--- src/hdl/aicc_pkg.sv ---
package aicc_pkg;

    // Bus geometry and result widths.
    localparam int ADDR_W = 8;
    localparam int DATA_W = 32;
    localparam int RES_W = 24;
    localparam int RAW_FRAC = 2;

    // Register byte offsets.
    localparam logic [7:0] OFS_CFG0 = 8'h00;
    localparam logic [7:0] OFS_CFG2 = 8'h04;
    localparam logic [7:0] OFS_INSEL = 8'h08;
    localparam logic [7:0] OFS_CMD = 8'h0c;
    localparam logic [7:0] OFS_STATUS = 8'h10;
    localparam logic [7:0] OFS_RESULT = 8'h14;

    // Field positions.
    localparam int CS_LSB = 0;
    localparam int MODE_LSB = 4;
    localparam int GAIN_LSB = 0;
    localparam int AZ_BIT = 3;
    localparam int START_BIT = 0;

    // Values after reset.
    localparam logic [7:0] CFG0_RST = 8'h00;
    localparam logic [7:0] CFG2_RST = 8'h01;
    localparam logic [7:0] INSEL_RST = 8'h01;

    // Codes.
    localparam logic [3:0] NIB_DIODE_P = 4'hd;
    localparam logic [3:0] NIB_DIODE_M = 4'he;
    localparam logic [7:0] TEMP_SEL = 8'hde;
    localparam logic [1:0] MODE_CONT = 2'h3;
    localparam logic [1:0] CS_OFF = 2'h0;
    localparam logic [2:0] GAIN_ANALOG_MAX = 3'h5;
    localparam logic [1:0] RESP_OKAY = 2'h0;
    localparam logic [1:0] RESP_SLVERR = 2'h2;

    // Conversion sequencer states.
    typedef enum logic [1:0] {ST_IDLE, ST_NORM, ST_SWAP} aicc_seq_state_type;

    // AXI4-Lite master to slave signals.
    typedef struct packed {
        logic awvalid;
        logic [ADDR_W-1:0] awaddr;
        logic wvalid;
        logic [DATA_W-1:0] wdata;
        logic [3:0] wstrb;
        logic bready;
        logic arvalid;
        logic [ADDR_W-1:0] araddr;
        logic rready;
    } aicc_axi_req_type;

    // AXI4-Lite slave to master signals.
    typedef struct packed {
        logic awready;
        logic wready;
        logic bvalid;
        logic [1:0] bresp;
        logic arready;
        logic rvalid;
        logic [DATA_W-1:0] rdata;
        logic [1:0] rresp;
    } aicc_axi_resp_type;

endpackage

--- src/hdl/aicc_gain_decode.sv ---
`timescale 1ns/1ps
`default_nettype none

// Splits the gain code into the analog stage setting and a digital shift.
module aicc_gain_decode (
    input wire logic [2:0] gain_code,
    output logic [2:0] analog_code,
    output logic [1:0] dig_shift
);
    import aicc_pkg::*;

    // Above the analog ceiling the remaining octaves become left shifts.
    always_comb begin
        if (gain_code > GAIN_ANALOG_MAX) begin
            analog_code = GAIN_ANALOG_MAX;
            dig_shift = 2'(gain_code - GAIN_ANALOG_MAX);
        end else begin
            analog_code = gain_code;
            dig_shift = 2'h0;
        end
    end

endmodule // aicc_gain_decode
`default_nettype wire

--- src/hdl/aicc_shift_round.sv ---
`timescale 1ns/1ps
`default_nettype none

// Applies digital gain by left shift, then rounds off the fraction bits.
module aicc_shift_round #(
    parameter int RAW_W = 26,
    parameter int OUT_W = 24,
    parameter int FRAC = 2
) (
    input wire logic signed [RAW_W-1:0] raw_code,
    input wire logic [1:0] shift,
    output logic signed [OUT_W-1:0] out_code
);
    localparam int EXT_W = RAW_W + 4;
    localparam logic signed [EXT_W-1:0] MAX_V = EXT_W'((1 << (OUT_W - 1)) - 1);
    localparam logic signed [EXT_W-1:0] MIN_V = -EXT_W'(1 << (OUT_W - 1));
    localparam logic signed [EXT_W-1:0] HALF = EXT_W'(1 << (FRAC - 1));

    generate
        if (FRAC < 1 || RAW_W < OUT_W + FRAC) begin : g_bad
            $error("aicc_shift_round: RAW_W must cover OUT_W plus FRAC, FRAC >= 1");
        end
    endgenerate

    logic signed [EXT_W-1:0] ext; // Sign-extended and shifted code.
    logic signed [EXT_W-1:0] rnd; // Rounded and scaled code.

    // No multiplier: a shift, a half-LSB add and saturation to the output span.
    always_comb begin
        ext = EXT_W'(raw_code) <<< shift;
        rnd = (ext + HALF) >>> FRAC;
        if (rnd > MAX_V) begin
            out_code = MAX_V[OUT_W-1:0];
        end else if (rnd < MIN_V) begin
            out_code = MIN_V[OUT_W-1:0];
        end else begin
            out_code = rnd[OUT_W-1:0];
        end
    end

endmodule // aicc_shift_round
`default_nettype wire

--- src/hdl/aicc_input_ctrl.sv ---
`timescale 1ns/1ps
`default_nettype none

// Behaviour
// - Burnout select sets 0, 0.9, 3.7, 15 uA.
// - Burnout source ignores conversion reset or shutdown.
// - Selector 0xDE connects the two temperature diodes.
// - Temperature selection disables burnout, enables diode bias.
// - Offset cancel resets off; off means no swap.
// - Cancel result is normal minus swapped, halved.
// - Offset cancel doubles conversion time per result.
// - Continuous with cancel resets filter between results.
// - Gain codes map to 0.333 through 64.
// - Top two codes keep analog 16x, shift digitally.
// - Digital gain is shift left and round.
// - Upper nibble positive input, lower nibble negative.
module aicc_input_ctrl #(
    parameter int RAW_W = 26
) (
    input wire logic core_clk,
    input wire logic sys_rst,
    input wire aicc_pkg::aicc_axi_req_type axi_req,
    output aicc_pkg::aicc_axi_resp_type axi_resp,
    input wire logic scan_temp_sel,
    input wire logic conv_halt,
    input wire logic conv_done,
    input wire logic signed [RAW_W-1:0] conv_raw,
    output logic conv_start,
    output logic filter_reset,
    output logic swap_inputs,
    output logic data_ready,
    output logic [1:0] burnout_mag,
    output logic diode_bias_en,
    output logic [3:0] pos_input_sel,
    output logic [3:0] neg_input_sel,
    output logic [2:0] analog_gain
);
    import aicc_pkg::*;

    // Bus channel state.
    logic aw_held_reg, aw_held_next; // Write address taken, awaiting write.
    logic w_held_reg, w_held_next; // Write data taken, awaiting write.
    logic [ADDR_W-1:0] awaddr_reg, awaddr_next;
    logic [7:0] wbyte_reg, wbyte_next; // Only byte lane 0 carries fields.
    logic wlane_reg, wlane_next; // Lane 0 strobe of the held write.
    logic bvalid_reg, bvalid_next;
    logic [1:0] bresp_reg, bresp_next;
    logic rvalid_reg, rvalid_next;
    logic [DATA_W-1:0] rdata_reg, rdata_next;
    logic [1:0] rresp_reg, rresp_next;

    // Software configuration.
    logic [7:0] config_word_zero_reg, config_word_zero_next;
    logic [7:0] config_word_two_reg, config_word_two_next;
    logic [7:0] input_selector_reg, input_selector_next;

    // Conversion sequencer state.
    aicc_seq_state_type st_reg, st_next;
    logic az_run_reg, az_run_next; // Offset cancel latched per request.
    logic start_reg, start_next;
    logic filt_reg, filt_next;
    logic swap_reg, swap_next;
    logic rdy_reg, rdy_next;
    logic valid_reg, valid_next; // Unread result flag.
    logic signed [RES_W-1:0] norm_reg, norm_next; // Normal-polarity code.
    logic signed [RES_W-1:0] result_reg, result_next;

    // Analog steering outputs.
    logic [1:0] burn_reg, burn_next;
    logic bias_reg, bias_next;
    logic [3:0] pos_reg, pos_next;
    logic [3:0] neg_reg, neg_next;
    logic [2:0] again_reg, again_next;

    // Shared combinational terms.
    logic wr_fire; // A held address and data pair is written now.
    logic start_req; // Software asks for a conversion.
    logic rd_result; // Result register read taken now.
    logic temp_sel; // Temperature sensor is chosen.
    logic cont_mode;
    logic [1:0] dig_shift;
    logic [2:0] an_code;
    logic signed [RES_W-1:0] shifted; // Gain-applied filter code.
    logic signed [RES_W:0] az_diff; // Normal minus swapped.

    aicc_gain_decode u_gain (
        .gain_code(config_word_two_reg[GAIN_LSB +: 3]),
        .analog_code(an_code),
        .dig_shift(dig_shift)
    );

    aicc_shift_round #(.RAW_W(RAW_W), .OUT_W(RES_W), .FRAC(RAW_FRAC)) u_shift (
        .raw_code(conv_raw),
        .shift(dig_shift),
        .out_code(shifted)
    );

    assign wr_fire = aw_held_reg && w_held_reg && !bvalid_reg;
    assign start_req = wr_fire && wlane_reg && awaddr_reg == OFS_CMD && wbyte_reg[START_BIT];
    assign rd_result = axi_req.arvalid && !rvalid_reg && axi_req.araddr == OFS_RESULT;
    assign cont_mode = config_word_zero_reg[MODE_LSB +: 2] == MODE_CONT;
    assign az_diff = (RES_W+1)'(norm_reg) - (RES_W+1)'(shifted);
    // Either nibble on a diode code counts as the sensor being chosen.
    assign temp_sel = scan_temp_sel || input_selector_reg[7:4] == NIB_DIODE_P
        || input_selector_reg[3:0] == NIB_DIODE_M;

    // Bus: address and data are taken in either order, answered once both held.
    always_comb begin
        aw_held_next = aw_held_reg;
        w_held_next = w_held_reg;
        awaddr_next = awaddr_reg;
        wbyte_next = wbyte_reg;
        wlane_next = wlane_reg;
        bvalid_next = bvalid_reg;
        bresp_next = bresp_reg;
        rvalid_next = rvalid_reg;
        rdata_next = rdata_reg;
        rresp_next = rresp_reg;
        config_word_zero_next = config_word_zero_reg;
        config_word_two_next = config_word_two_reg;
        input_selector_next = input_selector_reg;
        if (axi_req.awvalid && !aw_held_reg && !bvalid_reg) begin
            aw_held_next = 1'b1;
            awaddr_next = axi_req.awaddr;
        end
        if (axi_req.wvalid && !w_held_reg && !bvalid_reg) begin
            w_held_next = 1'b1;
            wbyte_next = axi_req.wdata[7:0];
            wlane_next = axi_req.wstrb[0];
        end
        if (wr_fire) begin
            aw_held_next = 1'b0;
            w_held_next = 1'b0;
            bvalid_next = 1'b1;
            bresp_next = RESP_OKAY;
            // The burnout field may be rewritten at any moment.
            case (awaddr_reg)
                OFS_CFG0: if (wlane_reg) config_word_zero_next = wbyte_reg;
                OFS_CFG2: if (wlane_reg) config_word_two_next = wbyte_reg;
                OFS_INSEL: if (wlane_reg) input_selector_next = wbyte_reg;
                OFS_CMD: bresp_next = RESP_OKAY;
                default: bresp_next = RESP_SLVERR;
            endcase
        end else if (bvalid_reg && axi_req.bready) begin
            bvalid_next = 1'b0;
        end
        if (axi_req.arvalid && !rvalid_reg) begin
            rvalid_next = 1'b1;
            rresp_next = RESP_OKAY;
            case (axi_req.araddr)
                OFS_CFG0: rdata_next = DATA_W'(config_word_zero_reg);
                OFS_CFG2: rdata_next = DATA_W'(config_word_two_reg);
                OFS_INSEL: rdata_next = DATA_W'(input_selector_reg);
                OFS_CMD: rdata_next = '0;
                OFS_STATUS: rdata_next = DATA_W'({valid_reg, st_reg != ST_IDLE, bias_reg,
                    burn_reg});
                OFS_RESULT: rdata_next = DATA_W'(result_reg);
                default: begin
                    rdata_next = '0;
                    rresp_next = RESP_SLVERR;
                end
            endcase
        end else if (rvalid_reg && axi_req.rready) begin
            rvalid_next = 1'b0;
        end
    end

    // Bus and configuration registers.
    always_ff @(posedge core_clk or posedge sys_rst) begin
        if (sys_rst) begin
            aw_held_reg <= 1'b0;
            w_held_reg <= 1'b0;
            awaddr_reg <= '0;
            wbyte_reg <= 8'h00;
            wlane_reg <= 1'b0;
            bvalid_reg <= 1'b0;
            bresp_reg <= RESP_OKAY;
            rvalid_reg <= 1'b0;
            rdata_reg <= '0;
            rresp_reg <= RESP_OKAY;
            config_word_zero_reg <= CFG0_RST;
            config_word_two_reg <= CFG2_RST;
            input_selector_reg <= INSEL_RST;
        end else begin
            aw_held_reg <= aw_held_next;
            w_held_reg <= w_held_next;
            awaddr_reg <= awaddr_next;
            wbyte_reg <= wbyte_next;
            wlane_reg <= wlane_next;
            bvalid_reg <= bvalid_next;
            bresp_reg <= bresp_next;
            rvalid_reg <= rvalid_next;
            rdata_reg <= rdata_next;
            rresp_reg <= rresp_next;
            config_word_zero_reg <= config_word_zero_next;
            config_word_two_reg <= config_word_two_next;
            input_selector_reg <= input_selector_next;
        end
    end

    // Sequencer: one conversion per result, or a normal/swapped pair when
    // offset cancel is on. A halt drops the request but keeps any result.
    always_comb begin
        st_next = st_reg;
        az_run_next = az_run_reg;
        start_next = 1'b0;
        filt_next = 1'b0;
        swap_next = swap_reg;
        rdy_next = 1'b0;
        norm_next = norm_reg;
        result_next = result_reg;
        valid_next = valid_reg && !rd_result;
        case (st_reg)
            ST_IDLE: begin
                swap_next = 1'b0;
                if (start_req) begin
                    st_next = ST_NORM;
                    az_run_next = config_word_two_reg[AZ_BIT];
                    start_next = 1'b1;
                    filt_next = config_word_two_reg[AZ_BIT];
                end
            end
            ST_NORM: begin
                if (conv_done && az_run_reg) begin
                    // Swapped half starts at once; no result yet.
                    norm_next = shifted;
                    st_next = ST_SWAP;
                    swap_next = 1'b1;
                    start_next = 1'b1;
                    filt_next = 1'b1;
                end else if (conv_done) begin
                    result_next = shifted;
                    rdy_next = 1'b1;
                    valid_next = 1'b1;
                    // Without cancel the filter just keeps running in continuous mode.
                    st_next = cont_mode ? ST_NORM : ST_IDLE;
                end
            end
            ST_SWAP: begin
                if (conv_done) begin
                    result_next = az_diff[RES_W:1];
                    rdy_next = 1'b1;
                    valid_next = 1'b1;
                    swap_next = 1'b0;
                    if (cont_mode) begin
                        // Back-to-back one-shot pairs, filter cleared each time.
                        st_next = ST_NORM;
                        start_next = 1'b1;
                        filt_next = 1'b1;
                    end else begin
                        st_next = ST_IDLE;
                    end
                end
            end
            default: st_next = ST_IDLE;
        endcase
        if (conv_halt) begin
            st_next = ST_IDLE;
            start_next = 1'b0;
            filt_next = 1'b0;
            swap_next = 1'b0;
        end
    end

    // Sequencer registers.
    always_ff @(posedge core_clk or posedge sys_rst) begin
        if (sys_rst) begin
            st_reg <= ST_IDLE;
            az_run_reg <= 1'b0;
            start_reg <= 1'b0;
            filt_reg <= 1'b0;
            swap_reg <= 1'b0;
            rdy_reg <= 1'b0;
            valid_reg <= 1'b0;
            norm_reg <= '0;
            result_reg <= '0;
        end else begin
            st_reg <= st_next;
            az_run_reg <= az_run_next;
            start_reg <= start_next;
            filt_reg <= filt_next;
            swap_reg <= swap_next;
            rdy_reg <= rdy_next;
            valid_reg <= valid_next;
            norm_reg <= norm_next;
            result_reg <= result_next;
        end
    end

    // Steering: the burnout source looks only at configuration and scan_temp_sel, never at the
    // sequencer or the halt, so it stays on through converter reset.
    always_comb begin
        burn_next = temp_sel ? CS_OFF : config_word_zero_reg[CS_LSB +: 2];
        bias_next = temp_sel;
        if (scan_temp_sel) begin
            pos_next = NIB_DIODE_P;
            neg_next = NIB_DIODE_M;
        end else begin
            pos_next = input_selector_reg[7:4];
            neg_next = input_selector_reg[3:0];
        end
        again_next = an_code;
    end

    // Steering registers.
    always_ff @(posedge core_clk or posedge sys_rst) begin
        if (sys_rst) begin
            burn_reg <= CS_OFF;
            bias_reg <= 1'b0;
            pos_reg <= INSEL_RST[7:4];
            neg_reg <= INSEL_RST[3:0];
            again_reg <= CFG2_RST[2:0];
        end else begin
            burn_reg <= burn_next;
            bias_reg <= bias_next;
            pos_reg <= pos_next;
            neg_reg <= neg_next;
            again_reg <= again_next;
        end
    end

    assign axi_resp = '{awready: !aw_held_reg && !bvalid_reg, wready: !w_held_reg && !bvalid_reg,
        bvalid: bvalid_reg, bresp: bresp_reg, arready: !rvalid_reg, rvalid: rvalid_reg,
        rdata: rdata_reg, rresp: rresp_reg};
    assign conv_start = start_reg;
    assign filter_reset = filt_reg;
    assign swap_inputs = swap_reg;
    assign data_ready = rdy_reg;
    assign burnout_mag = burn_reg;
    assign diode_bias_en = bias_reg;
    assign pos_input_sel = pos_reg;
    assign neg_input_sel = neg_reg;
    assign analog_gain = again_reg;
endmodule // aicc_input_ctrl
`default_nettype wire

--- config.mk ---
export PLATFORM = sky130hd
export DESIGN_NAME = aicc_input_ctrl
export DESIGN_NICKNAME = d
export VERILOG_FILES = /design/src/hdl/aicc_pkg.sv /design/src/hdl/aicc_gain_decode.sv /design/src/hdl/aicc_shift_round.sv /design/src/hdl/aicc_input_ctrl.sv
export SDC_FILE = /design/constraint.sdc
export NUM_CORES = 1
export LEC_CHECK = 0
export BUFFER_PORTS_ARGS = -buffer_cell sky130_fd_sc_hd__buf_4
export CELL_PAD_IN_SITES_DETAIL_PLACEMENT = 0
export CELL_PAD_IN_SITES_GLOBAL_PLACEMENT = 1
export CORE_MARGIN = 5
export CORE_UTILIZATION = 35
export CTS_CLUSTER_DIAMETER = 40
export DETAILED_ROUTE_END_ITERATION = 6
export GPL_TIMING_DRIVEN = 0
export PLACE_DENSITY = 0.63
export SKIP_LAST_GASP = 1
export SYNTH_ARGS = -nofsm -noshare
export SYNTH_HDL_FRONTEND = slang
export SYNTH_SLANG_ARGS = --single-unit
export TNS_END_PERCENT = 5
--- constraint.sdc ---
create_clock -name core_clk -period 16.75 [get_ports core_clk]
set_input_delay 0.8375 -clock core_clk [delete_from_list [all_inputs] [get_ports core_clk]]
set_output_delay 0.8375 -clock core_clk [all_outputs]
set_load 0.01 [all_outputs]
# After elaboration in Yosys (flattened, before gate mapping)
# Cells that the tools add are included.
[totals] ff_bits=151 inputBits=88 output_inout_bits=59 wordCells=143
[op_classes] n_addsub=3 magnitude_cmp=3 eq_ne=19 n_shift=1 muxes=47 n_reduce_logical=43
[op_table] op="32-bit one-hot mux with 5 select lines" count=1
[op_table] op="24-bit 2-to-1 mux" count=5
[op_table] op="24-bit one-hot mux with 2 select lines" count=1
[op_table] op="8-bit by 4-bit == test with 1-bit output (second input constant)" count=4
[op_table] op="30-bit by 3-bit adder with 30-bit output (second input constant)" count=1
[op_table] op="26-bit by 2-bit <<< shifter with 30-bit output" count=1
[op_table] op="28-bit by 24-bit > comparator with 1-bit output (second input constant)" count=1
[op_table] op="28-bit by 24-bit less-than comparator with 1-bit output (second input constant)" count=1
[op_table] op="24-bit by 24-bit subtractor with 25-bit output" count=1
[op_table] op="1-bit 2-to-1 mux" count=23
[op_table] op="1-bit logical AND" count=17
[op_table] op="8-bit by 3-bit == test with 1-bit output (second input constant)" count=2
[op_table] op="8-bit by 5-bit == test with 1-bit output (second input constant)" count=2
[op_table] op="8-bit logical NOT" count=2
[op_table] op="2-bit 2-to-1 mux" count=8
[op_table] op="3-bit AND reduction" count=4
[op_table] op="2-bit nonzero test" count=6
[op_table] op="3-bit inequality test (second input constant)" count=3
[op_table] op="1-bit one-hot mux with 3 select lines" count=3
[op_table] op="4-bit == test (second input constant)" count=2
[op_table] op="4-bit 2-to-1 mux" count=2
[op_table] op="2-bit inequality test (second input constant)" count=3
[op_table] op="2-bit one-hot mux with 3 select lines" count=1
[op_table] op="6-bit OR reduction" count=1
[op_table] op="other kinds (13)" count=21

# Longest topological paths before layout
# Gate-level depths: netlist (run 1).
[depth] ltp_word=10 ltp_mapped=33 ltp_nobuf=29

# Cells and area by module
# Synthesis (run 1) repeated with hierarchy kept, for this count alone.
[hier_totals] hier_cells=1033 area_unflattened_um2=9238.9
[by_module_without_submodules] module="aicc_input_ctrl" instances=1 cells_each=742 area_per_inst_um2=7235.7 seq_area_each_um2=3533.4
[by_module_without_submodules] module="aicc_shift_round" instances=1 cells_each=283 area_per_inst_um2=1939.4 seq_area_each_um2=0.0
[by_module_without_submodules] module="aicc_gain_decode" instances=1 cells_each=8 area_per_inst_um2=63.8 seq_area_each_um2=0.0

# Worst setup path before layout (run 1)
# No wires, ideal clock.
[synth_path] path_type="register -> register" from="register config_word_two_reg[1]" to="register result_reg[23]" setup_ps=110 t_arrival_ps=6623 required_ps=16640 slack_ps=10017 stages_incl_launch_ff=34 path_buffers=6 period_less_slack_ps=6733 cell_sequence="dfrtp_1 -> inv_1 -> ha_1 -> and4bb_4 -> buf_12 -> buf_8 -> buf_4 -> buf_1 -> mux2i_1 -> o21ai_0 -> ha_1 -> nand2_1 -> o32ai_2 -> o2111ai_2 -> nor4_2 -> xor2_1 -> nor4_1 -> or2_1 -> buf_2 -> buf_6 -> a21oi_2 -> ha_1 -> nor2b_1 -> o21ai_0 -> a21boi_0 -> o21a_1 -> o21ai_0 -> a21o_1 -> a21oi_1 -> or3_1 -> a31o_2 -> a21oi_1 -> nor2b_1 -> o41ai_1"
[synth_via] elab_chain_cells=10 elab_cells_between_ends=14 classes_between="add/sub: 3; order compare: 3; shift: 1; mux: 7"
[synth_lines] item="start: declaration" line="aicc_input_ctrl.sv:54" source="logic [7:0] config_word_two_reg, config_word_two_next;"
[synth_lines] item="start signal: assignment" line="aicc_input_ctrl.sv:196" source="config_word_two_reg <= config_word_two_next;"
[synth_lines] item="3-bit > comparator / 2-bit by 1-bit subtractor with 2-bit output (equally long branches)" line="aicc_gain_decode.sv:14, aicc_gain_decode.sv:16"
[synth_lines] item="2-bit 2-to-1 mux (*)" line="aicc_gain_decode.sv:14" source="if (gain_code > GAIN_ANALOG_MAX) begin"
[synth_lines] item="26-bit by 2-bit <<< shifter with 30-bit output (*)" line="aicc_shift_round.sv:30" source="ext = EXT_W'(raw_code) <<< shift;"
[synth_lines] item="30-bit by 3-bit adder with 30-bit output (*)" line="aicc_shift_round.sv:31" source="rnd = (ext + HALF) >>> FRAC;"
[synth_lines] item="28-bit by 24-bit less-than comparator with 1-bit output" line="aicc_shift_round.sv:34" source="end else if (rnd < MIN_V) begin"
[synth_lines] item="24-bit 2-to-1 mux" line="aicc_shift_round.sv:34"
[synth_lines] item="24-bit 2-to-1 mux (*)" line="aicc_shift_round.sv:32" source="if (rnd > MAX_V) begin"
[synth_lines] item="24-bit by 24-bit subtractor with 25-bit output / 24-bit 2-to-1 mux (equally long branches)" line="aicc_input_ctrl.sv:102, aicc_input_ctrl.sv:231"
[synth_lines] item="24-bit 2-to-1 mux (on tied branches)" line="aicc_input_ctrl.sv:240, aicc_input_ctrl.sv:224"
[synth_lines] item="24-bit one-hot mux with 2 select lines (*)" line="aicc_input_ctrl.sv:213" source="case (st_reg)"
[synth_lines] item="end signal: assignment" line="aicc_input_ctrl.sv:286" source="result_reg <= result_next;"
[synth_lines] item="end: declaration" line="aicc_input_ctrl.sv:66" source="logic signed [RES_W-1:0] result_reg, result_next;"
# Every way passes the cells marked *; elsewhere a longest branch is shown, timed or not. The select of a mux whose other input is x is not followed.
# A chain may end at the register's enable or synchronous reset.

# Worst setup path after layout (run 1)
# Same ends and word-level chain as after synthesis.

==> results of run 1 <==
==> worst max-delay path: cells and delay by family, from the launching register on <==
kind	cells	cell delay (ns)
flops	1	0.51
simple gates	9	2.32
buf+inv	5	1.20
xor+xnor	1	0.22
fa+ha+maj	3	0.96
compound gates	14	3.13
==> power by group through the flow <==
stage	clock network [mW]	logic, mW	registers (mW)
2_1_floorplan	0	0.164	0.452
3_3_place_gp	0	0.238	0.472
3_5_place_dp	0	0.241	0.473
4_1_cts	0.405	0.242	0.466
5_1_grt	0.420	0.269	0.476
6_report	0.397	0.239	0.466
==> logic make-up after synthesis <==
family,after synthesis,synth area share (%)
other,1,0.0409
and+or+nand+nor,325,16.9
xor gates and xnor gates,39,3.73
DFF,141,38.6
adders and majority gates,31,4.32
AOI/OAI and AO/OA,262,18.7
muxes,108,12.9
buffers and inverters,88,4.94
==> stage by stage <==
stage	worst slack, ns	instances	util (%)
3_5_place_dp	8.29	1445	40.4
3_3_place_gp	8.25	1444	40.3
6_report	8.26	1477	42.8
4_1_cts	8.22	1477	42.8
5_1_grt	7.51	1477	42.8
2_1_floorplan	10.02	996	-
==> metal layers <==
layer	vias up	routed length, µm	GRT usage, %
li1	3821	-	-
met1	3583	12600	25.5
met2	178	12200	29.8
met3	21	1010	2.16
met4	0	337	4.07
met5	-	0	0
==> cell usage in the layout, fill, tap and decap left out, drive strengths merged, types with 13 or more instances in the layout <==
cell type / n
buf: 144
nand2: 142
dfrtp: 137
o21ai: 98
a21oi: 74
nor2: 65
mux2: 54
mux2i: 52
clkbuf: 52
inv: 32
ha: 30
xnor2: 27
nand3: 23
nor2b: 17
nor3: 13
==> area by class of cell <==
class | instances | area [µm²]
fillers | 2637 | 14800
multi-input cells | 767 | 5180
flip-flops and latches | 141 | 3530
repair buffers | 114 | 876
clock buffers | 18 | 439
well taps | 335 | 419
plain buffers | 64 | 363
clock inverters | 14 | 175
inverters | 24 | 95.1
==> worst max path at each step <==
stage / end / slack, ns / depth (start not counted)
floorplan: result_reg[23]$_DFFE_PP0P_ / 10.02 / 33
global placement: result_reg[23]$_DFFE_PP0P_ / 8.25 / 32
global route: result_reg[23]$_DFFE_PP0P_ / 7.51 / 33
detailed placement: result_reg[23]$_DFFE_PP0P_ / 8.29 / 32
finish: result_reg[23]$_DFFE_PP0P_ / 8.26 / 32
CTS: result_reg[23]$_DFFE_PP0P_ / 8.22 / 32
==> metrics.csv, run 1 <==
stage,metric,value,unit
status,status,finished clean,
pwr,worst ir drop on vdd,0.0000606,V
detailed_routing,Post-Route WL,26100,µm
yosys,Synth top area share,37.4,%
yosys,sequential fraction of the synthesis area,38.6,%
setup_path,CP Max Fanout,10,
detailed_routing,via count,7603,
cells_and_area,share of cells above drive strength 1,24.3,%
floorplan,Total Die Area,29500,µm²
sta,Post-Route Hold Slack,0.455,ns
clock_network,Clock Pin Slew Worst Setup and Hold Paths,0.07,ns
floorplan,die height,172,µm
yosys,Netlist cell types,78,
yosys,"Top FF cell, synth",dfrtp_1,
setup_path,Crit Path Category,reg2reg,
detailed_routing,Detailed Routing Iterations Pass 1,5,
setup_path,Crit path arrival time,8.80,ns
cells_and_area,ANT cells,0,
hold_path,HP Class,in2async,
yosys,synthesized flop and latch total,141,
clock_network,CTS max path bufs,2,
cells_and_area,Final nets,1248,
floorplan,die width,172,µm
setup_path,critical path launch point,config_word_two_reg[1]$_DFFE_PP0P_,
global_route,antenna violations before repair,0,
yosys,Mapped Avg Cell Area,9.21,µm²
clock_network,CTS tree,done,
yosys,"Async S/R FF share, synth",100,%
yosys,Synth warnings,0,
setup_path,Crit-path slowest cell,nor2_1,
sta,Final Hold Violating Endpoints,0,
clock_network,Post-CTS Setup Bufs,0,
global_route,vias in the first global route,7769,
setup_path,"Data required, critical path",17.05,ns
sta,Final period util,50.7,%
yosys,"count leader, synth",nand2_1,
floorplan,core area,25900,µm²
floorplan,initial core utilization,35.4,%
placement,gpl congestion,0.855,
clock_network,CTS Sinks,141,
sta,RSZ-0062 raised after global routing,false,
sta,Clock Skew,0.0124,ns
floorplan,row cnt,59,
pwr,Power Total,1.10,mW
detailed_routing,vias per cell,5.15,
sta,Max Fclk,118,MHz
global_route,largest net degree at the start of global routing,85,
pwr,LEAKAGE,4.93,nW
global_route,grt ovf,0,
global_route,overall routing resource usage,18.1,%
sta,Setup-failing EPs final,0,
placement,Post-DP HPWL,20600,µm
sta,Setup TNS Final,0,ns
yosys,Post-Synthesis Cell Area,9160,µm²
setup_path,Crit Reg-Reg Endpoint,result_reg[23]$_DFFE_PP0P_,
yosys,Post-Syn Instances,995,
setup_path,r2r startpoint,config_word_two_reg[1]$_DFFE_PP0P_,
cells_and_area,Area Growth Syn to Fin,20.9,%
pwr,Net Sw Frac,31.7,%
pwr,Combinational Power Share,21.7,%
setup_path,flop2flop setup slack,8.26,ns
global_route,first-pass GRT wire length,42500,µm
detailed_routing,DRC violations left,0,
pwr,Int Pwr,0.753,mW
pwr,NetSw,0.349,mW
detailed_routing,DRT antenna net count,0,
setup_path,kind of end point of the critical path,flop,
floorplan,io pins,147,
clock_network,TritonCTS buffer count,17,
setup_path,Critical Path Source Type,flop,
placement,Port Buffers,113,
pwr,Clock power frac,36.1,%
sta,slew margin rel.,17.0,%
sta,max-slew violation count,0,
placement,DP Area,10500,µm²
yosys,Area contributors post-synth,"dfrtp_1 37%, mux2_2 6.6%, nand2_1 5.8%, mux2i_1 5.6%, o21ai_0 5.0%",
detailed_routing,Initial DRC Count,495,
cells_and_area,Layout Cell Area excl Fill,11100,µm²
detailed_routing,wire per inst,17.7,µm
yosys,number of synthesized flops with an enable pin,0,
clock_network,worst skew pair latency,0.42,ns
setup_path,crit-path max cell delay,0.69,ns
clock_network,CTS root buf,clkbuf_16,
clock_network,H-tree levels,4,
clock_network,Post-CTS Resized,0,
run,Max Cap Viol,0,
setup_path,Reg2Reg Depth,32,
yosys,synth cell count leaders,"141 x nand2_1, 137 x dfrtp_1, 92 x o21ai_0",
yosys,cell taking the most area after synthesis,dfrtp_1,
pwr,sequential power share,42.3,%
clock_network,hold_buf cts,0,
pwr,P per Cell Area,99.4,nW/µm²
sta,Worst-Margin Slew,1.24,ns
sta,minimum clock period,8.49,ns
(Power assumes the default switching activity.)
==> inputs of run 2 (changes only) <==
==> constraint.sdc (replaced) <==
create_clock -name core_clk -period 8.2 [get_ports core_clk]
set_input_delay 0.41 -clock core_clk [delete_from_list [all_inputs] [get_ports core_clk]]
set_output_delay 0.41 -clock core_clk [all_outputs]
set_load 0.01 [all_outputs]
==> run 2 against run 1 <==
Utilization increased by 0.17 points. Sequential share of layout area decreased by 0.12 points. Routed wire length decreased by 0.20%. Largest cell class unchanged. Worst hold slack got worse by 0.42 ns. Clock skew about the same. First-iteration DRC count decreased by 9.9%. Clock power increased by 100%. Non-clock buffer count increased by 2. Combinational power increased by 110%. Via count decreased by 0.21%. Maximum frequency increased by 13%.
==> metrics.csv, run 2 (synthesis gave the netlist of run 1 again) <==
stage,metric,value,unit
status,status,finished clean,
global_route,largest net degree at the start of global routing,85,
placement,Port Buffers,113,
floorplan,initial core utilization,35.4,%
cells_and_area,Layout Cell Area excl Fill,11100,µm²
sta,RSZ-0062 raised after global routing,false,
detailed_routing,Initial DRC Count,446,
clock_network,CTS root buf,clkbuf_16,
sta,max-slew violation count,0,
pwr,worst ir drop on vdd,0.000124,V
global_route,vias in the first global route,7750,
pwr,LEAKAGE,4.94,nW
sta,Max Fclk,133,MHz
sta,slew margin rel.,17.0,%
placement,placed cell count,1445,
detailed_routing,Post-Route WL,26100,µm
floorplan,die width,172,µm
setup_path,Crit path arrival time,7.79,ns
sta,Final period util,91.4,%
hold_path,HP Class,in2async,
clock_network,H-tree levels,4,
setup_path,crit-path max cell delay,0.46,ns
floorplan,core area,25900,µm²
global_route,grt ovf,0,
floorplan,Total Die Area,29500,µm²
floorplan,io pins,147,
clock_network,Clock Pin Slew Worst Setup and Hold Paths,0.07,ns
clock_network,TritonCTS buffer count,17,
placement,Setup WS pre-CTS,-0.263,ns
cells_and_area,share of cells above drive strength 1,25.0,%
sta,Final Hold Violating Endpoints,0,
cells_and_area,Final nets,1250,
setup_path,Reg2Reg Depth,33,
setup_path,"Data required, critical path",8.50,ns
cells_and_area,final cell count without fillers,1479,
setup_path,Critical Path Source Type,flop,
floorplan,die height,172,µm
detailed_routing,Detailed Routing Iterations Pass 1,5,
detailed_routing,DRT antenna net count,0,
clock_network,CTS tree,done,
placement,Post-DP HPWL,20600,µm
cells_and_area,Area Growth Syn to Fin,21.4,%
setup_path,r2r startpoint,config_word_two_reg[1]$_DFFE_PP0P_,
sta,Setup-failing EPs final,0,
sta,Post-Route Hold Slack,0.0316,ns
clock_network,hold_buf cts,0,
run,Max Cap Viol,0,
cells_and_area,"Core Util, Final",42.9,%
cells_and_area,fillers,2635,
setup_path,Crit Reg-Reg Endpoint,result_reg[23]$_DFFE_PP0P_,
detailed_routing,wire per inst,17.6,µm
sta,Clock Skew,0.0120,ns
setup_path,kind of end point of the critical path,flop,
pwr,P per Cell Area,202,nW/µm²
cells_and_area,most frequent cells in the layout,"141 x nand2_1, 136 x dfrtp_1, 129 x buf_4",
clock_network,worst skew pair latency,0.42,ns
placement,gpl congestion,0.855,
sta,final worst slack,0.709,ns
global_route,overall routing resource usage,18.0,%
setup_path,flop2flop setup slack,0.71,ns
placement,DP Area,10500,µm²
global_route,first-pass GRT wire length,42500,µm
cells_and_area,"most common cell after layout, fill and taps aside",nand2_1,
setup_path,CP Max Fanout,10,
sta,Worst-Margin Slew,1.24,ns
pwr,Power Total,2.25,mW
detailed_routing,DRC violations left,0,
global_route,antenna violations before repair,0,
floorplan,row cnt,59,
sta,minimum clock period,7.49,ns
setup_path,Crit Path Category,reg2reg,
detailed_routing,via count,7587,
clock_network,CTS Sinks,141,
setup_path,Crit-path slowest cell,dfrtp_2,
sta,Setup TNS Final,0,ns
cells_and_area,ANT cells,0,
detailed_routing,vias per cell,5.13,
clock_network,CTS max path bufs,2,
[run 2: layer usage]
| layer | vias to the layer above | track usage [%] | share of wire, % |
|---|---|---|---|
| met3 | 16 | 2.16 | 3.7 |
| met5 | - | 0 | 0 |
| met4 | 0 | 4.07 | 1.1 |
| met2 | 141 | 29.7 | 47 |
| li1 | 3828 | - | - |
| met1 | 3602 | 25.5 | 49 |
[run 2: layout make-up]
cell class / instances / area [µm²] / share of cell area [%]
Multi-Input combinational cell: 767 / 5200 / 46.7
Sequential cell: 141 / 3530 / 31.8
Timing Repair Buffer: 118 / 906 / 8.14
Clock buffer: 18 / 439 / 3.95
Tap cell: 335 / 419 / 3.77
Buffer: 62 / 355 / 3.19
Clock inverter: 14 / 175 / 1.57
Inverter: 24 / 95.1 / 0.855
[run 2: how the worst max path moves through the flow]
stage                     slack, ns                          to  depth (start not counted)                                from
final                          0.71  result_reg[23]$_DFFE_PP0P_                         33  config_word_two_reg[1]$_DFFE_PP0P_
after global routing          0.005  result_reg[23]$_DFFE_PP0P_                         33  config_word_two_reg[1]$_DFFE_PP0P_
after CTS                      0.02  result_reg[23]$_DFFE_PP0P_                         32  config_word_two_reg[1]$_DFFE_PP0P_
after detailed placement      -0.26  result_reg[23]$_DFFE_PP0P_                         32  config_word_two_reg[1]$_DFFE_PP0P_
after global placement        -0.30  result_reg[23]$_DFFE_PP0P_                         32  config_word_two_reg[1]$_DFFE_PP0P_
after floorplan                1.47  result_reg[23]$_DFFE_PP0P_                         33  config_word_two_reg[1]$_DFFE_PP0P_
[run 2: report_power, final]
group	total, mW	switching (mW)	internal (mW)
Combinational	0.490	0.263	0.228
Sequential	0.952	0.111	0.841
Clock	0.810	0.340	0.470
[run 2: timing repair]
action	4_1_cts	5_1_grt
gates resized for setup	2	8
pin swaps	0	3
endpoints found under the setup margin	5	7
hold endpoints to repair	0	0
buffers inserted	0	4
[run 2: critical path: cells and delay by family, from the launching register on]
kind                       cells  cell delay, ns
AOI/OAI and AO/OA             13            2.79
and+or+nand+nor               10            1.87
buffers and inverters          6            1.17
adders and majority gates      3            0.83
DFF                            1            0.46
xor gates and xnor gates       1            0.21
==> inputs of run 3 (changes only) <==
==> constraint.sdc (replaced) <==
create_clock -name core_clk -period 7.1 [get_ports core_clk]
set_input_delay 0.355 -clock core_clk [delete_from_list [all_inputs] [get_ports core_clk]]
set_output_delay 0.355 -clock core_clk [all_outputs]
set_load 0.01 [all_outputs]
==> run 3 against run 2 <==
Cell count is 0.61% higher. Flip-flop and latch count stayed put. Worst hold slack better by 0.073 ns. Largest power group unchanged. First-iteration DRC count is 0.22% lower. Die area stayed put. Clock power is 16% higher. Non-clock buffer count is 9 higher.
==> metrics.csv, run 3 (synthesis gave the netlist of run 1 again) <==
stage,metric,value,unit
pwr,worst ir drop on vdd,0.000143,V
cells_and_area,share of cells above drive strength 1,26.1,%
sta,final worst slack,0.414,ns
placement,DP Area,10500,µm²
detailed_routing,Initial DRC Count,445,
setup_path,r2r startpoint,config_word_two_reg[1]$_DFFE_PP0P_,
setup_path,flop2flop setup slack,0.41,ns
clock_network,CTS Sinks,141,
floorplan,core area,25900,µm²
clock_network,CTS max path bufs,2,
setup_path,Crit Path Category,reg2reg,
hold_path,worst hold path depth,2,
floorplan,io pins,147,
floorplan,row cnt,59,
hold_path,Worst Hold Path EP,neg_input_sel[0]$_DFF_PP1_,
global_route,largest net degree at the start of global routing,85,
setup_path,CP Max Fanout,10,
detailed_routing,via count,7591,
setup_path,Crit-path slowest cell,dfrtp_2,
floorplan,initial core utilization,35.4,%
clock_network,Clock Pin Slew Worst Setup and Hold Paths,0.07,ns
global_route,antenna violations before repair,0,
setup_path,kind of end point of the critical path,flop,
cells_and_area,ANT cells,0,
hold_path,HP Class,in2reg,
setup_path,Crit path arrival time,7.00,ns
hold_path,Worst Hold Launch,scan_temp_sel,
cells_and_area,fillers,2625,
placement,Setup WS pre-CTS,-1.36,ns
placement,gpl congestion,0.855,
sta,Worst-Margin Slew,1.25,ns
run,Max Cap Viol,0,
global_route,overall routing resource usage,18.0,%
global_route,vias in the first global route,7758,
floorplan,Total Die Area,29500,µm²
sta,Final period util,94.2,%
placement,Post-DP HPWL,20600,µm
setup_path,Crit Reg-Reg Endpoint,result_reg[23]$_DFFE_PP0P_,
setup_path,crit-path max cell delay,0.45,ns
floorplan,die height,172,µm
global_route,grt ovf,0,
detailed_routing,Post-Route WL,26300,µm
detailed_routing,DRT antenna net count,0,
cells_and_area,"most common cell after layout, fill and taps aside",nand2_1,
status,status,finished clean,
sta,RSZ-0062 raised after global routing,true,
pwr,LEAKAGE,5.02,nW
clock_network,TritonCTS buffer count,17,
sta,Final Hold Violating Endpoints,0,
clock_network,CTS tree,done,
cells_and_area,Layout Cell Area excl Fill,11300,µm²
clock_network,H-tree levels,4,
global_route,first-pass GRT wire length,42400,µm
sta,max-slew violation count,0,
detailed_routing,vias per cell,5.10,
setup_path,Critical Path Source Type,flop,
placement,Port Buffers,113,
cells_and_area,most frequent cells in the layout,"141 x nand2_1, 140 x buf_4, 136 x dfrtp_1",
sta,minimum clock period,6.69,ns
setup_path,Reg2Reg Depth,32,
sta,slew margin rel.,15.9,%
pwr,P per Cell Area,232,nW/µm²
detailed_routing,Detailed Routing Iterations Pass 1,7,
cells_and_area,"Core Util, Final",43.6,%
cells_and_area,Area Growth Syn to Fin,23.2,%
sta,Setup-failing EPs final,0,
setup_path,"Data required, critical path",7.42,ns
sta,Clock Skew,0.0114,ns
sta,Max Fclk,150,MHz
clock_network,worst skew pair latency,0.42,ns
floorplan,die width,172,µm
cells_and_area,Final nets,1259,
clock_network,CTS root buf,clkbuf_16,
detailed_routing,DRC violations left,0,
detailed_routing,wire per inst,17.7,µm
[run 3: worst max path at each step]
stage,from,to,depth (start not counted)
2_1_floorplan,config_word_two_reg[1]$_DFFE_PP0P_,result_reg[23]$_DFFE_PP0P_,33
3_3_place_gp,config_word_two_reg[1]$_DFFE_PP0P_,result_reg[23]$_DFFE_PP0P_,32
3_5_place_dp,config_word_two_reg[1]$_DFFE_PP0P_,result_reg[23]$_DFFE_PP0P_,32
5_1_grt,config_word_two_reg[1]$_DFFE_PP0P_,result_reg[23]$_DFFE_PP0P_,32
4_1_cts,config_word_two_reg[1]$_DFFE_PP0P_,result_reg[23]$_DFFE_PP0P_,32
6_report,config_word_two_reg[1]$_DFFE_PP0P_,result_reg[23]$_DFFE_PP0P_,32
[run 3: area by class of cell]
cell class	instances	area, µm²	share of cell area, %
clock inverter	14	175	1.55
buffer	60	340	3.02
inverter	24	95.1	0.843
sequential	141	3530	31.3
clock buffer	18	439	3.89
multi-input combinational	767	5270	46.7
timing repair buffer	129	1010	8.94
tap	335	419	3.71
[run 3: where the power goes]
part	internal (mW)	switching [mW]	leakage [nW]	total, mW
registers	0.971	0.128	1.83	1.10
logic	0.273	0.308	2.89	0.580
clock network	0.543	0.393	0.301	0.936
[run 3: what timing repair did]
action                                  CTS  global route
setup buffers                             6             7
pin swaps                                 4             5
gates resized for setup                  12            11
endpoints found under the setup margin   20             6
hold endpoints to repair                  1             0
hold buffers                              1             0
cloned                                    0             1
[run 3: stage by stage]
step,power [mW],cells,hold WS [ns],TNS [ns]
global placement,1.67,1444,0.463,-14.12
detailed placement,1.68,1445,0.457,-13.16
global route,2.76,1488,0.110,-0.129
CTS,2.63,1480,0.0894,0
floorplan,1.45,996,0.387,0
finish,2.62,1488,0.105,0
[run 3: routing by layer]
layer | routed length (µm) | track usage (%)
met5 | 0 | 0
met3 | 931 | 2.16
met2 | 12400 | 29.8
met4 | 286 | 3.93
met1 | 12700 | 25.5
[run 3: worst max-delay path, delay by kind of cell, from the launching register on]
kind            cells  cell delay (ns)
compound gates     14             2.58
simple gates        9             1.68
fa+ha+maj           3             0.87
buf+inv             5             0.81
flops               1             0.45
xor+xnor            1             0.16
